[src/core/phyatr_pkg.sv]
// Package for the analog tuning register bank: word indices, field layout, reset values.
// Assumes an APB slave with 32-bit data, one 16-bit register per aligned word.
package phyatr_pkg;

  // Register word indices; byte address is four times the index
  localparam logic [9:0] IDX_FINE_GAIN_CD  = 10'h0a1;
  localparam logic [9:0] IDX_SWING_AB      = 10'h0a2;
  localparam logic [9:0] IDX_SWING_CD      = 10'h0a3;
  localparam logic [9:0] IDX_RX_LOWPASS    = 10'h0b3;
  localparam logic [9:0] IDX_RX_EQ_ENABLE  = 10'h0c0;
  localparam logic [9:0] IDX_CLKOUT_CTRL   = 10'h0c6;
  localparam logic [9:0] IDX_SYNC_BUFFER   = 10'h0e9;
  localparam logic [9:0] IDX_LOOPBACK      = 10'h0fe;
  localparam logic [9:0] IDX_SIGPROC       = 10'h100;
  localparam logic [9:0] IDX_FFE           = 10'h12c;

  // Field positions
  localparam int GAIN_D_LSB     = 8;
  localparam int GAIN_C_LSB     = 0;
  localparam int GAIN_W         = 4;
  localparam int SWING_HI_EN    = 13;
  localparam int SWING_HI_LSB   = 8;
  localparam int SWING_LO_EN    = 5;
  localparam int SWING_LO_LSB   = 0;
  localparam int SWING_W        = 5;
  localparam int CLKOUT_SEL_BIT = 4;
  localparam int FFE_W          = 10;

  // Values after reset, fixed reserved bits and gain step
  localparam logic [4:0]  RST_SWING_B      = 5'h08;
  localparam logic [4:0]  RST_SWING_ACD    = 5'h10;
  localparam logic [15:0] RST_SYNC_BUFFER  = 16'h9f22;
  localparam logic [15:0] RST_LOOPBACK     = 16'h0001;
  localparam logic [15:0] RST_SIGPROC      = 16'h051c;
  localparam logic [5:0]  FFE_RSVD_VALUE   = 6'h03;
  localparam logic [3:0]  GAIN_NEUTRAL     = 4'h8;
  localparam logic [5:0]  GAIN_STEP_PCT    = 6'h02;

endpackage

[src/core/phyatr_regs.sv]
// APB register bank holding analog and DSP tuning words of the transceiver.
// Assumes an APB4 master, zero-wait answers, and a soft reset pulse from the control block.
//
// Implementation choice: the APB register port.
`timescale 1ns/1ps
`default_nettype none

// Functional notes
// - Fine transmit gain for channel D sits in bits 11:8 and channel C in bits 3:0, coded as channel A.
// - Gain codes step by 2 percent from minus 16 at code 0 through none at 8 to plus 14 at 15, trimmed at power-up.
// - The A/B swing register holds B override enable at bit 13 with value 12:8, A enable at bit 5 with value 4:0, enables reset low.
// - The C/D swing register holds D enable at bit 13 with value 12:8, C enable at bit 5 with value 4:0, values reset to 10000.
// - Clock-output select bit 4 high routes the internal transmit clock to the clock output, low keeps normal output.
// - Clock-output control bits 15:5 and 3:0 ignore writes and read as zero.
// - A changed loopback word takes effect only on the soft reset pulse from control bit 14.
// - The signal processor setup word resets to 0x051C and is fully writable.
module phyatr_regs #(
  parameter int          ADDR_W        = 12,
  parameter logic [15:0] RST_RX_LOWPASS = 16'h0000,
  parameter logic [15:0] RST_RX_EQ      = 16'h0000,
  parameter logic [9:0]  RST_FFE_FIELD  = 10'h000
) (
  input  wire logic              pclk,                          // APB clock, 10 MHz
  input  wire logic              presetn,                       // Async reset, active low
  input  wire logic              psel,                          // APB select
  input  wire logic              penable,                       // APB access phase
  input  wire logic              pwrite,                        // APB write
  input  wire logic [ADDR_W-1:0] paddr,                         // APB byte address
  input  wire logic [31:0]       pwdata,                        // APB write data
  input  wire logic [3:0]        pstrb,                         // APB byte strobes
  output logic [31:0]            prdata,                        // APB read data
  output logic                   pready,                        // APB ready
  output logic                   pslverr,                       // APB error on unmapped access
  input  wire logic [3:0]        trim_gain_c,                   // Factory trim, channel C
  input  wire logic [3:0]        trim_gain_d,                   // Factory trim, channel D
  input  wire logic              soft_reset_pulse,              // One-cycle soft reset
  input  wire logic              internal_transmit_clock,       // Transmit clock for test
  input  wire logic              normal_clock_source,           // Normal clock-output source
  output logic                   clock_output,                  // Clock output pin
  output logic [3:0]             fine_gain_chan_c,              // Gain code channel C
  output logic [3:0]             fine_gain_chan_d,              // Gain code channel D
  output logic [5:0]             gain_change_pct_c,             // Signed gain change, channel C
  output logic [5:0]             gain_change_pct_d,             // Signed gain change, channel D
  output logic                   swing_override_en_a,           // Swing override enable A
  output logic                   swing_override_en_b,           // Swing override enable B
  output logic                   swing_override_en_c,           // Swing override enable C
  output logic                   swing_override_en_d,           // Swing override enable D
  output logic [4:0]             swing_value_a,                 // Swing value A
  output logic [4:0]             swing_value_b,                 // Swing value B
  output logic [4:0]             swing_value_c,                 // Swing value C
  output logic [4:0]             swing_value_d,                 // Swing value D
  output logic [15:0]            rx_lowpass_word,               // Receive low-pass setup
  output logic [15:0]            rx_equalizer_enable_word,      // Receive equalizer enables
  output logic [15:0]            sync_buffer_word,              // Sync buffer setup
  output logic [15:0]            loopback_word,                 // Loopback word in force
  output logic [15:0]            signal_processor_word,         // Signal processor setup
  output logic [9:0]             feedforward_equalizer_field    // Feed-forward equalizer
);

  ////////////////////////////////////////////////////////////////////////////
  // Bus decode

  logic [9:0]  word_idx;
  logic        aligned;
  logic        hit;
  logic        wr_en;
  logic        setup_rd;

  assign word_idx = paddr[11:2];
  assign aligned  = (paddr[1:0] == 2'h0);

  always_comb begin
    hit = 1'b0;
    if (aligned) begin
      case (word_idx)
        phyatr_pkg::IDX_FINE_GAIN_CD,
        phyatr_pkg::IDX_SWING_AB,
        phyatr_pkg::IDX_SWING_CD,
        phyatr_pkg::IDX_RX_LOWPASS,
        phyatr_pkg::IDX_RX_EQ_ENABLE,
        phyatr_pkg::IDX_CLKOUT_CTRL,
        phyatr_pkg::IDX_SYNC_BUFFER,
        phyatr_pkg::IDX_LOOPBACK,
        phyatr_pkg::IDX_SIGPROC,
        phyatr_pkg::IDX_FFE: hit = 1'b1;
        default: hit = 1'b0;
      endcase
    end
  end

  assign pready   = 1'b1;
  assign pslverr  = psel & penable & ~hit;
  assign wr_en    = psel & penable & pwrite & hit;
  assign setup_rd = psel & ~penable & ~pwrite;

  // Byte-lane merge of the low half word; upper lanes hold nothing
  function automatic logic [15:0] merge16(input logic [15:0] old_v,
                                           input logic [31:0] wd,
                                           input logic [3:0]  st);
    logic [15:0] r;
    r = old_v;
    if (st[0]) begin
      r[7:0] = wd[7:0];
    end
    if (st[1]) begin
      r[15:8] = wd[15:8];
    end
    return r;
  endfunction

  // two percent per code step around the neutral code
  function automatic logic [5:0] gain_pct(input logic [3:0] code);
    logic [5:0] d;
    d = {2'b00, code} - {2'b00, phyatr_pkg::GAIN_NEUTRAL};
    return 6'(d * phyatr_pkg::GAIN_STEP_PCT);
  endfunction

  ////////////////////////////////////////////////////////////////////////////
  // Register state

  logic        trim_loaded_r, trim_loaded_nxt;
  logic [3:0]  gain_c_r, gain_c_nxt;
  logic [3:0]  gain_d_r, gain_d_nxt;
  logic [15:0] swing_ab_r, swing_ab_nxt;
  logic [15:0] swing_cd_r, swing_cd_nxt;
  logic [15:0] lowpass_r, lowpass_nxt;
  logic [15:0] rx_eq_r, rx_eq_nxt;
  logic        clk_sel_r, clk_sel_nxt;
  logic [15:0] sync_buf_r, sync_buf_nxt;
  logic [15:0] loop_stage_r, loop_stage_nxt;
  logic [15:0] loop_live_r, loop_live_nxt;
  logic [15:0] sigproc_r, sigproc_nxt;
  logic [9:0]  ffe_r, ffe_nxt;
  logic [31:0] prdata_r, prdata_nxt;
  logic [15:0] wv;
  logic [15:0] rd_word;

  always_comb begin
    trim_loaded_nxt = 1'b1;
    gain_c_nxt      = gain_c_r;
    gain_d_nxt      = gain_d_r;
    swing_ab_nxt    = swing_ab_r;
    swing_cd_nxt    = swing_cd_r;
    lowpass_nxt     = lowpass_r;
    rx_eq_nxt       = rx_eq_r;
    clk_sel_nxt     = clk_sel_r;
    sync_buf_nxt    = sync_buf_r;
    loop_stage_nxt  = loop_stage_r;
    loop_live_nxt   = loop_live_r;
    sigproc_nxt     = sigproc_r;
    ffe_nxt         = ffe_r;
    wv              = 16'h0000;
    // trim straps are caught on the first edge after reset release
    if (!trim_loaded_r) begin
      gain_c_nxt = trim_gain_c;
      gain_d_nxt = trim_gain_d;
    end
    // fields change on a completed write, besides the trim load and the soft reset
    if (wr_en) begin
      case (word_idx)
        phyatr_pkg::IDX_FINE_GAIN_CD: begin
          // channel D high nibble, channel C low nibble
          wv = merge16({4'h0, gain_d_r, 4'h0, gain_c_r}, pwdata, pstrb);
          gain_d_nxt = wv[phyatr_pkg::GAIN_D_LSB +: phyatr_pkg::GAIN_W];
          gain_c_nxt = wv[phyatr_pkg::GAIN_C_LSB +: phyatr_pkg::GAIN_W];
        end
        phyatr_pkg::IDX_SWING_AB: begin
          // enables at 13 and 5, values at 12:8 and 4:0
          wv = merge16(swing_ab_r, pwdata, pstrb);
          swing_ab_nxt = wv & 16'h3f3f;
        end
        phyatr_pkg::IDX_SWING_CD: begin
          // same layout for channels D and C
          wv = merge16(swing_cd_r, pwdata, pstrb);
          swing_cd_nxt = wv & 16'h3f3f;
        end
        phyatr_pkg::IDX_RX_LOWPASS: begin
          lowpass_nxt = merge16(lowpass_r, pwdata, pstrb);
        end
        phyatr_pkg::IDX_RX_EQ_ENABLE: begin
          rx_eq_nxt = merge16(rx_eq_r, pwdata, pstrb);
        end
        phyatr_pkg::IDX_CLKOUT_CTRL: begin
          // only the select bit is stored
          if (pstrb[0]) begin
            clk_sel_nxt = pwdata[phyatr_pkg::CLKOUT_SEL_BIT];
          end
        end
        phyatr_pkg::IDX_SYNC_BUFFER: begin
          sync_buf_nxt = merge16(sync_buf_r, pwdata, pstrb);
        end
        phyatr_pkg::IDX_LOOPBACK: begin
          // the word is staged, any value accepted
          loop_stage_nxt = merge16(loop_stage_r, pwdata, pstrb);
        end
        phyatr_pkg::IDX_SIGPROC: begin
          sigproc_nxt = merge16(sigproc_r, pwdata, pstrb);
        end
        phyatr_pkg::IDX_FFE: begin
          // low ten bits only; a 0x0E81 write lands fully
          wv = merge16({phyatr_pkg::FFE_RSVD_VALUE, ffe_r}, pwdata, pstrb);
          ffe_nxt = wv[phyatr_pkg::FFE_W-1:0];
        end
        default: begin
          wv = 16'h0000;
        end
      endcase
    end
    // staged loopback word goes live only on soft reset
    if (soft_reset_pulse) begin
      loop_live_nxt = loop_stage_nxt;
    end
  end

  ////////////////////////////////////////////////////////////////////////////
  // Read mux, captured in the setup phase so prdata is a flop

  always_comb begin
    rd_word = 16'h0000;
    case (word_idx)
      phyatr_pkg::IDX_FINE_GAIN_CD: rd_word = {4'h0, gain_d_r, 4'h0, gain_c_r};
      phyatr_pkg::IDX_SWING_AB:     rd_word = swing_ab_r;
      phyatr_pkg::IDX_SWING_CD:     rd_word = swing_cd_r;
      phyatr_pkg::IDX_RX_LOWPASS:   rd_word = lowpass_r;
      phyatr_pkg::IDX_RX_EQ_ENABLE: rd_word = rx_eq_r;
      // all other bits of clock-output control read zero
      phyatr_pkg::IDX_CLKOUT_CTRL:  rd_word = {11'h000, clk_sel_r, 4'h0};
      phyatr_pkg::IDX_SYNC_BUFFER:  rd_word = sync_buf_r;
      phyatr_pkg::IDX_LOOPBACK:     rd_word = loop_stage_r;
      phyatr_pkg::IDX_SIGPROC:      rd_word = sigproc_r;
      // reserved upper bits read their fixed value
      phyatr_pkg::IDX_FFE:          rd_word = {phyatr_pkg::FFE_RSVD_VALUE, ffe_r};
      default:                      rd_word = 16'h0000;
    endcase
    prdata_nxt = prdata_r;
    if (setup_rd) begin
      prdata_nxt = (hit) ? {16'h0000, rd_word} : 32'h0000_0000;
    end
  end

  always_ff @(posedge pclk or negedge presetn) begin
    if (!presetn) begin
      trim_loaded_r <= 1'b0;
      gain_c_r      <= phyatr_pkg::GAIN_NEUTRAL;
      gain_d_r      <= phyatr_pkg::GAIN_NEUTRAL;
      swing_ab_r    <= {3'h0, phyatr_pkg::RST_SWING_B, 3'h0, phyatr_pkg::RST_SWING_ACD};
      swing_cd_r    <= {3'h0, phyatr_pkg::RST_SWING_ACD, 3'h0, phyatr_pkg::RST_SWING_ACD};
      lowpass_r     <= RST_RX_LOWPASS;
      rx_eq_r       <= RST_RX_EQ;
      clk_sel_r     <= 1'b0;
      sync_buf_r    <= phyatr_pkg::RST_SYNC_BUFFER;
      loop_stage_r  <= phyatr_pkg::RST_LOOPBACK;
      loop_live_r   <= phyatr_pkg::RST_LOOPBACK;
      sigproc_r     <= phyatr_pkg::RST_SIGPROC;
      ffe_r         <= RST_FFE_FIELD;
      prdata_r      <= 32'h0000_0000;
    end else begin
      trim_loaded_r <= trim_loaded_nxt;
      gain_c_r      <= gain_c_nxt;
      gain_d_r      <= gain_d_nxt;
      swing_ab_r    <= swing_ab_nxt;
      swing_cd_r    <= swing_cd_nxt;
      lowpass_r     <= lowpass_nxt;
      rx_eq_r       <= rx_eq_nxt;
      clk_sel_r     <= clk_sel_nxt;
      sync_buf_r    <= sync_buf_nxt;
      loop_stage_r  <= loop_stage_nxt;
      loop_live_r   <= loop_live_nxt;
      sigproc_r     <= sigproc_nxt;
      ffe_r         <= ffe_nxt;
      prdata_r      <= prdata_nxt;
    end
  end

  ////////////////////////////////////////////////////////////////////////////
  // Control outputs, straight from the registers

  assign prdata = prdata_r;

  // clock routing is a plain mux; glitches on a select change are accepted in test mode
  assign clock_output = clk_sel_r ? internal_transmit_clock : normal_clock_source;

  assign fine_gain_chan_c            = gain_c_r;
  assign fine_gain_chan_d            = gain_d_r;
  assign gain_change_pct_c           = gain_pct(gain_c_r);
  assign gain_change_pct_d           = gain_pct(gain_d_r);
  assign swing_override_en_a         = swing_ab_r[phyatr_pkg::SWING_LO_EN];
  assign swing_override_en_b         = swing_ab_r[phyatr_pkg::SWING_HI_EN];
  assign swing_override_en_c         = swing_cd_r[phyatr_pkg::SWING_LO_EN];
  assign swing_override_en_d         = swing_cd_r[phyatr_pkg::SWING_HI_EN];
  assign swing_value_a               = swing_ab_r[phyatr_pkg::SWING_LO_LSB +: phyatr_pkg::SWING_W];
  assign swing_value_b               = swing_ab_r[phyatr_pkg::SWING_HI_LSB +: phyatr_pkg::SWING_W];
  assign swing_value_c               = swing_cd_r[phyatr_pkg::SWING_LO_LSB +: phyatr_pkg::SWING_W];
  assign swing_value_d               = swing_cd_r[phyatr_pkg::SWING_HI_LSB +: phyatr_pkg::SWING_W];
  assign rx_lowpass_word             = lowpass_r;
  assign rx_equalizer_enable_word    = rx_eq_r;
  assign sync_buffer_word            = sync_buf_r;
  assign loopback_word               = loop_live_r;
  assign signal_processor_word       = sigproc_r;
  assign feedforward_equalizer_field = ffe_r;

endmodule

`default_nettype wire

[config.mk]
export PLATFORM = sky130hd
export DESIGN_NAME = phyatr_regs
export DESIGN_NICKNAME = d
export VERILOG_FILES = /design/src/core/phyatr_pkg.sv /design/src/core/phyatr_regs.sv
export SDC_FILE = /design/constraint.sdc
export NUM_CORES = 1
export LEC_CHECK = 0
export ABC_AREA = 1
export ABC_CLOCK_PERIOD_IN_PS = 3900
export BUFFER_PORTS_ARGS = -buffer_cell sky130_fd_sc_hd__buf_2
export CELL_PAD_IN_SITES_DETAIL_PLACEMENT = 1
export CELL_PAD_IN_SITES_GLOBAL_PLACEMENT = 2
export CORE_ASPECT_RATIO = 1.5
export CORE_UTILIZATION = 30
export CTS_CLUSTER_DIAMETER = 40
export CTS_CLUSTER_SIZE = 30
export DETAILED_ROUTE_END_ITERATION = 8
export PLACE_DENSITY_LB_ADDON = 0.1
export SLEW_MARGIN = 5
export SYNTH_ARGS = -nofsm -noshare
export SYNTH_HDL_FRONTEND = slang
export SYNTH_SLANG_ARGS = --single-unit
[constraint.sdc]
create_clock -name pclk -period 3.9 [get_ports pclk]
set_input_delay 0.78 -clock pclk [delete_from_list [all_inputs] [get_ports pclk]]
set_output_delay 0.78 -clock pclk [all_outputs]
set_load 0.01 [all_outputs]
# After elaboration in Yosys (flattened, before gate mapping)
# Cells that the tools add are included.
# word_totals
regBits,172
latch_bits,0
ramBits,0
rom_bits,0
input_bits,64
output_inout_bits,169
elab_cells,78
memories,0
# op_classes
add_sub_neg,2
n_mul,0
div_mod_pow,0
magnitude_cmp,0
eq_ne,12
n_shift,0
muxes,17
n_bitwise,9
reduce_logical,17
# op_table
op,count
16-bit one-hot mux with 10 select lines,1
"10-bit by 8-bit == test with 1-bit output, second input constant",8
16-bit two-way mux,3
3-bit AND reduction,15
4-bit two-way mux,8
"10-bit by 9-bit == test with 1-bit output, second input constant",2
8-bit two-way mux,2
10-bit OR reduction,1
"4-bit by 4-bit subtractor with 5-bit output, second input constant",2
1-bit bitwise AND,6
"3-bit inequality test, second input constant",2
1-bit two-way mux,3
1-bit NOT,3
2-bit logical NOT,1

# Logic depth before layout (Yosys ltp)
# Gate-level depths: netlist of the first run.
# logic_depth
word_depth,6
depth_mapped,13
ltp_nobuf,12

# Worst setup path before layout of the first run
# No wires, ideal clock.
# synth_timing
path_kind,input to output
startpoint,in paddr[6]
endpoint,out pslverr
t_arrival_ps,1754
required_ps,3120
path_slack_ps,1366
path_stages,9
n_path_buf,0
cell_sequence,inv_2 nand2_2 nor2_1 nand3_2 nand2_1 nor2_1 nand3_4 nand2_1 and3_1
# synth_via
elab_chain_len,6
word_cells_on_any_way,15
classes_between,eq/ne: 10; mux: 2; bitwise: 2; reduce/logical: 1
# synth_lines
element,line_no,rtl
start: declaration,phyatr_regs.sv:28,"input wire logic [ADDR_W-1:0] paddr,"
10-bit by 9-bit == test with 1-bit output or 10-bit by 8-bit == test with 1-bit output (tied branches),phyatr_regs.sv:75,case (word_idx)
10-bit OR reduction *,phyatr_regs.sv:75,
1-bit two-way mux *,phyatr_regs.sv:75,
1-bit two-way mux *,phyatr_regs.sv:74,if (aligned) begin
1-bit NOT *,phyatr_regs.sv:92,assign pslverr = psel & penable & ~hit;
1-bit bitwise AND *,phyatr_regs.sv:92,
end: declaration,phyatr_regs.sv:33,"output logic pslverr,"
# Mark *: on every way between the ends. The rest lies on a longest branch, timed or not.

# Worst setup path after layout of the first run
# layout_timing
startpoint,in paddr[11]
endpoint,out pslverr
# Same word-level chain as after synthesis.

==> qor.csv, run 1 <==
stage;metric;value;unit
outcome;outcome;complete, but fails checks;
outcome;failing checks;design-rule violations;
clocking;root buf cell;clkbuf_16;
timing;clk_skew;0.00589;ns
critical_path;WS Path Type;in2out;
critical_path;CP Data Arrival Time;2.43;ns
power_and_ir_drop;PD cells;353;nW/µm²
clocking;post-cts gate resize count;0;
clocking;H-tree depth;4;
floorplanning;Rows;74;
power_and_ir_drop;Leak;0.00573;µW
critical_path;CP Launch Type;primary input;
timing;crit path time final;3.21;ns
final_layout;FF+latch area;3930;µm²
critical_path;crit path max fanout;12;
route;DRC Markers;13;
synth;Mapped Avg Cell Area;7.41;µm²
placed_design;placer congestion estimate;0.838;
critical_path;r2r setup slk;2.23;ns
critical_path;WP buf/inv;3;
global_routing;antenna violations before repair;0;
timing;Setup violations, final;0;
placed_design;DP Area;9610;µm²
clocking;Max clock buf depth;2;
route;uppermost routed layer;met4;
timing;Final Slew Violations;0;
clocking;cts hold-fix bufs;0;
synth;Synth Warn #;0;
final_layout;nets@finish;1378;
clocking;setup bufs post-CTS;0;
critical_path;Crit path depth;10;
timing;Max Freq;0.312;GHz
clocking;number of buffers created by CTS;17;
global_routing;first-pass GRT wire length;51300;µm
floorplanning;Die Span X;139;µm
final_layout;layout cell share with drive strength beyond 1;23.1;%
floorplanning;Initial Util;30.7;%
final_layout;final core utilization;37.2;%
critical_path;Reg2Reg Depth;7;
synth;Post-synth EDFFs;0;
floorplanning;total core area;27400;µm²
route;Via Count;8018;
critical_path;critical path's top delay family;simple AND/OR/NAND/NOR gates;
timing;period utilisation layout;82.2;%
route;met3 WL post-DR;1200;µm
final_layout;FILL cells;3466;
route;wire length per cell;19.9;µm
final_layout;ANT cells;0;
power_and_ir_drop;Peak VDD IR;311;µV
timing;Setup TNS;0;ns
critical_path;CP max stage cell;nor2_4;
timing;Max-slew headroom;44.0;%
synth;Synth cell types;40;
timing;Fin Hold WS;0.402;ns
global_routing;pin count of the biggest net entering global routing;83;
route;Post-DRT Antenna Nets;0;
floorplanning;num ports;233;
clocking;clk sinks;156;
global_routing;GRT Total Usage;23.8;%
route;met1 WL;14600;µm
synth;ys async rst share;100;%
synth;synthesized area;8410;µm²
timing;unrepaired setup endpoints after global routing;false;
critical_path;crit-path cells;buf_2 -> nor2_4 -> nand2_1 -> inv_2 -> nand3_1 -> and2_4 -> nand3_4 -> nand2_1 -> and3_1 -> buf_2;
route;initial detailed-routing violation count;435;
final_layout;design area;10200;µm²
route;drt pass-1 iters;7;
critical_path;crit-path max cell delay;0.24;ns
synth;Yosys reg bits;156;
synth;cells after synthesis;1135;
global_routing;vias in the first global route;8256;
critical_path;WP data required;3.12;ns
clocking;clk slew on worst S/H paths;0.06;ns
placed_design;hpwl dp;24900;µm
global_routing;total grt overflow;0;
route;final wirelength;33200;µm
min_path;worst hold-check path type;in2async;
clocking;CTS tree;built;
synth;ys flop type;dfrtp_1;
power_and_ir_drop;Final Power;3590;µW
final_layout;area delta synth->final;21.0;%
floorplanning;full die area;28700;µm²
final_layout;Multi-input gate area;3860;µm²
timing;Hold Vio Cnt, Final;0;
route;vias per cell;4.80;
flow_run;max_cap viols;0;
timing;measured slew at the worst slew-check pin;0.840;ns
clocking;clk_lat worst skew;0.43;ns
placed_design;IO Port Bufs;195;
floorplanning;Die H;207;µm
route;met2 WL;16800;µm
critical_path;crit end category;output pin;
synth;register area share after synthesis;46.7;%
## flip-flops by register name, summed over array words and instances (netlist names)
register,flops
trim_loaded_r,1
signal_processor_word,16
fine_gain_chan_c,4
fine_gain_chan_d,4
rx_equalizer_enable_word,16
swing_cd_r,12
sync_buffer_word,16
loopback_word,16
feedforward_equalizer_field,10
clk_sel_r,1
prdata,16
rx_lowpass_word,16
swing_ab_r,12
loop_stage_r,16
## logic make-up after synthesis
family                 synth area share (%)
muxes                                 0.268
and+or+nand+nor                        37.9
buffers and inverters                  8.21
DFF                                    46.7
other                                0.0893
AOI/OAI and AO/OA                      6.81
## cells in the mapped netlist, types with 2 or more instances
cell type  number  area, µm²
o22ai_1         3       18.8
buf_2          16       80.1
nor2_4         16        180
nand3_2         3       30.0
o21ai_0        34        170
nand2_1       569       2140
dfrtp_1       135       3380
o21a_1         16        120
nand4_4         2       42.5
nand3_1        57        285
a22o_1          5       43.8
o211ai_1        3       22.5
dfstp_2        21        552
o221ai_1        2       17.5
inv_2           5       18.8
nor3_1          2       10.0
inv_1          70        263
nand4_1        23        144
clkbuf_1       19       71.3
a21oi_1        10       50.1
conb_1          2       7.51
clkinv_1        2       7.51
buf_4          29        218
nand3b_1        3       22.5
nand2_2         5       31.3
nor2_2          7       43.8
nand3_4         2       35.0
buf_1           2       7.51
mux2_2          2       22.5
o211a_1         4       40.0
nor2_1         48        180
a22oi_1        10       75.1
## area by class of cell
type | count | share of cell area, %
repair buffers | 210 | 10.9
clock inverters | 12 | 1.20
clock buffers | 20 | 4.39
multi-input cells | 852 | 37.9
flip-flops and latches | 156 | 38.6
well taps | 342 | 4.20
inverters | 77 | 2.84
## per-stage QoR
stage               worst slack [ns]  std cells
finish                         0.693       1669
global placement               0.707       1637
CTS                            0.671       1669
detailed placement             0.664       1637
global route                   0.542       1669
floorplan                       1.37       1153
## final timing paths
kind | from | endpoint
worst max-delay path | paddr[11] | pslverr
worst min-delay path | presetn | loopback_word[13]
worst max register to register | trim_loaded_r | fine_gain_chan_c[1]
worst min register to register | swing_cd_r[12] | swing_cd_r[12]
max in group asynchronous | presetn | fine_gain_chan_d[3]
min in group pclk | swing_cd_r[12] | swing_cd_r[12]
## placed cells by master, fill, tap and decap left out, types with 6 or more instances in the layout
cell and n:
buf_4 14, buf_2 194, o21ai_0 34, nor2_2 7
nand4_1 23, nand3_1 57, o21a_1 16, a21oi_1 10
conb_1 20, nand2_1 569, nor2_4 16, dfrtp_1 135
inv_1 70, clkinv_2 6, dfstp_2 21, nor2_1 48
clkbuf_16 17, a22oi_1 10
## routing by layer
metal | global-route usage, % | vias to the layer above
li1 | - | 3884
met2 | 41.7 | 194
met3 | 3.49 | 27
met1 | 30.4 | 3913
met4 | 6.67 | 0
met5 | 0 | -
## worst register-to-register path: stages, from the launching register on
cell and delay (ns):
dfrtp_1 0.73, mux2_2 0.44, nand2_1 0.07, nand2_1 0.05, nand4_1 0.08, nand2_1 0.07
nand2_1 0.07, nand2_1 0.05
## power by group
| part | leakage [µW] | internal [µW] | switching [µW] | total [µW] |
|---|---|---|---|---|
| combinational | 0.00349 | 70.9 | 191 | 262 |
| sequential | 0.00196 | 1640 | 18.9 | 1660 |
| clock | 0.000280 | 955 | 717 | 1670 |
Power figures use the tool's default switching activity.
==> run 2, diff against run 1 <==
ABC_CLOCK_PERIOD_IN_PS = 3200   (was 3900)
CORE_UTILIZATION = 29   (was 30)
clock period = 3.2 ns   (was 3.9 ns; I/O delays follow)
==> qor.csv, run 2 (synthesis gave the netlist of run 1 again) <==
stage;metric;value;unit;change
floorplanning;Initial Util;29.4;%;-1.3 points
floorplanning;Die Span X;141;µm;+1.7%
placed_design;dpl cells;1699;;+3.8%
route;Via Count;8035;;+0.21%
placed_design;DP Area;9780;µm²;+1.7%
placed_design;IO Port Bufs;195;;unchanged
flow_run;max_cap viols;0;;unchanged
final_layout;Multi-input gate area;3860;µm²;unchanged
timing;period utilisation layout;88.4;%;
power_and_ir_drop;Final Power;4580;µW;+27%
route;wire length per cell;19.4;µm;-2.3%
power_and_ir_drop;logic gate share of total power;7.1;%;-0.2 points
timing;Setup TNS;0;ns;unchanged
timing;Max Freq;0.353;GHz;
critical_path;WP data required;2.56;ns;-0.56 ns
critical_path;crit-path max cell delay;0.21;ns;-0.03 ns
floorplanning;Die H;211;µm;+1.7%
clocking;clk sinks;156;;unchanged
critical_path;Reg2Reg Depth;7;;unchanged
final_layout;final core utilization;36.4;%;-0.74 points
route;DRC Markers;0;;-13
floorplanning;num ports;233;;unchanged
final_layout;FF+latch area;3930;µm²;unchanged
final_layout;area delta synth->final;23.9;%;
power_and_ir_drop;sw frac;24.8;%;-1.0 points
global_routing;pin count of the biggest net entering global routing;61;;-27%
route;Post-DRT Antenna Nets;0;;unchanged
power_and_ir_drop;Peak VDD IR;373;µV;+20%
critical_path;CP Data Arrival Time;2.19;ns;-0.24 ns
power_and_ir_drop;PD cells;440;nW/µm²;+25%
critical_path;crit-path cells;buf_2 -> nand2_2 -> nor2_1 -> nand3_1 -> nand2_1 -> nor2_1 -> nand3_4 -> nand2_1 -> and3_1 -> buf_2;;
outcome;outcome;complete, no violations;;
final_layout;most common cell after layout, fill and taps aside;nand2_1;;
final_layout;design area;10400;µm²;+2.3%
timing;measured slew at the worst slew-check pin;0.749;ns;-0.0912 ns
clocking;clk_lat worst skew;0.45;ns;+0.02 ns
clocking;post-cts gate resize count;0;;unchanged
route;initial detailed-routing violation count;352;;-19%
power_and_ir_drop;Seq pwr share;44.1;%;-2.1 points
timing;Final Slew Violations;0;;unchanged
floorplanning;total core area;28600;µm²;+4.4%
timing;Max-slew headroom;49.9;%;+5.9 points
clocking;root buf cell;clkbuf_16;;
final_layout;nets@finish;1392;;+1.0%
clocking;cts hold-fix bufs;0;;unchanged
critical_path;r2r startpoint;trim_loaded_r;;
global_routing;first-pass GRT wire length;51800;µm;+0.95%
clocking;CTS tree;built;;
critical_path;RR Endpoint;fine_gain_chan_c[1];;
final_layout;Cell Count, Final, Fillers Out;1732;;+3.8%
final_layout;layout cell share with drive strength beyond 1;23.9;%;+0.88 points
floorplanning;full die area;29700;µm²;+3.4%
route;final wirelength;33600;µm;+1.4%
clocking;clk slew on worst S/H paths;0.06;ns;about the same
timing;unrepaired setup endpoints after global routing;false;;
timing;crit path time final;2.83;ns;
floorplanning;Rows;76;;+2.7%
global_routing;total grt overflow;0;;unchanged
power_and_ir_drop;cell internal pwr;3450;µW;+29%
critical_path;r2r setup slk;1.60;ns;-0.63 ns
clocking;H-tree depth;4;;unchanged
clocking;number of buffers created by CTS;17;;unchanged
power_and_ir_drop;Net Switching;1130;µW;+22%
power_and_ir_drop;Clock power frac;48.8;%;+2.3 points
placed_design;hpwl dp;25500;µm;+2.4%
route;vias per cell;4.64;;-3.4%
timing;Setup violations, final;0;;unchanged
global_routing;vias in the first global route;8386;;+1.6%
timing;Hold Vio Cnt, Final;0;;unchanged
critical_path;crit end category;output pin;;
final_layout;FILL cells;3596;;+3.8%
critical_path;crit path max fanout;8;;-4
min_path;worst hold-check path type;in2async;;
timing;clk_skew;0.00805;ns;+0.00216 ns
power_and_ir_drop;Leak;0.00584;µW;+1.8%
critical_path;WS Path Type;in2out;;
clocking;Max clock buf depth;2;;unchanged
final_layout;commonest non-fill, non-tap cells in the layout;nand2_1 (569), buf_2 (194), dfrtp_1 (135);;
route;drt pass-1 iters;4;;-3
global_routing;GRT Total Usage;23.8;%;-0.052 points
placed_design;placer congestion estimate;0.833;;-0.57%
critical_path;CP Launch Type;primary input;;
global_routing;antenna violations before repair;0;;unchanged
clocking;setup bufs post-CTS;0;;unchanged
critical_path;CP max stage cell;nand3_1;;
## run 2: cell types whose count changed in the layout (fill, tap and decap cells not counted)
cell	before	now
clkbuf_8	1	6
clkbuf_1	2	1
clkinv_2	6	1
bufinv_16	2	3
diode_2	0	1
buf_4	14	28
clkinv_4	1	2
clkinvlp_4	2	1
## run 2: how the worst max path moves through the flow
stage                   start                         to  cells after the start
floorplan            paddr[6]                    pslverr                      9
global placement     paddr[6]  signal_processor_word[14]                     12
detailed placement  paddr[11]        sync_buffer_word[7]                     12
CTS                  paddr[8]                    pslverr                     10
global route         paddr[8]                    pslverr                     10
finish               paddr[8]                    pslverr                     10
## run 2: critical path: cells and delay by family
family	cells	cell delay (ns)
AND/OR/NAND/NOR	8	1.28
buffers and inverters	2	0.26
## run 2: metal layers
layer	wire length, µm	GRT usage [%]
met5	0	0
met4	433	5.66
met3	1220	4.68
met2	17000	41.3
met1	15000	30.1
## run 2: power groups by stage
stage	Combinational [µW]	Sequential [µW]	Clock, µW
after floorplan	168	2060	0
after global placement	329	2060	0
after detailed placement	330	2060	0
after CTS	331	2020	2290
after global routing	362	2020	2380
final	324	2020	2240
## run 2: area by class of cell
| class | count | share of cell area [%] |
|---|---|---|
| diodes | 1 | 0.0240 |
| inverters | 77 | 2.77 |
| repair buffers | 224 | 11.6 |
| flip-flops and latches | 156 | 37.7 |
| multi-input cells | 852 | 37.0 |
| well taps | 390 | 4.68 |
| clock buffers | 24 | 4.91 |
| clock inverters | 8 | 1.24 |
## run 2: through the flow
stage	setup WS [ns]	hold WS [ns]
after floorplan	0.946	0.344
after global placement	0.375	0.460
after detailed placement	0.362	0.461
after CTS	0.352	0.201
after global routing	0.275	0.222
final	0.370	0.189
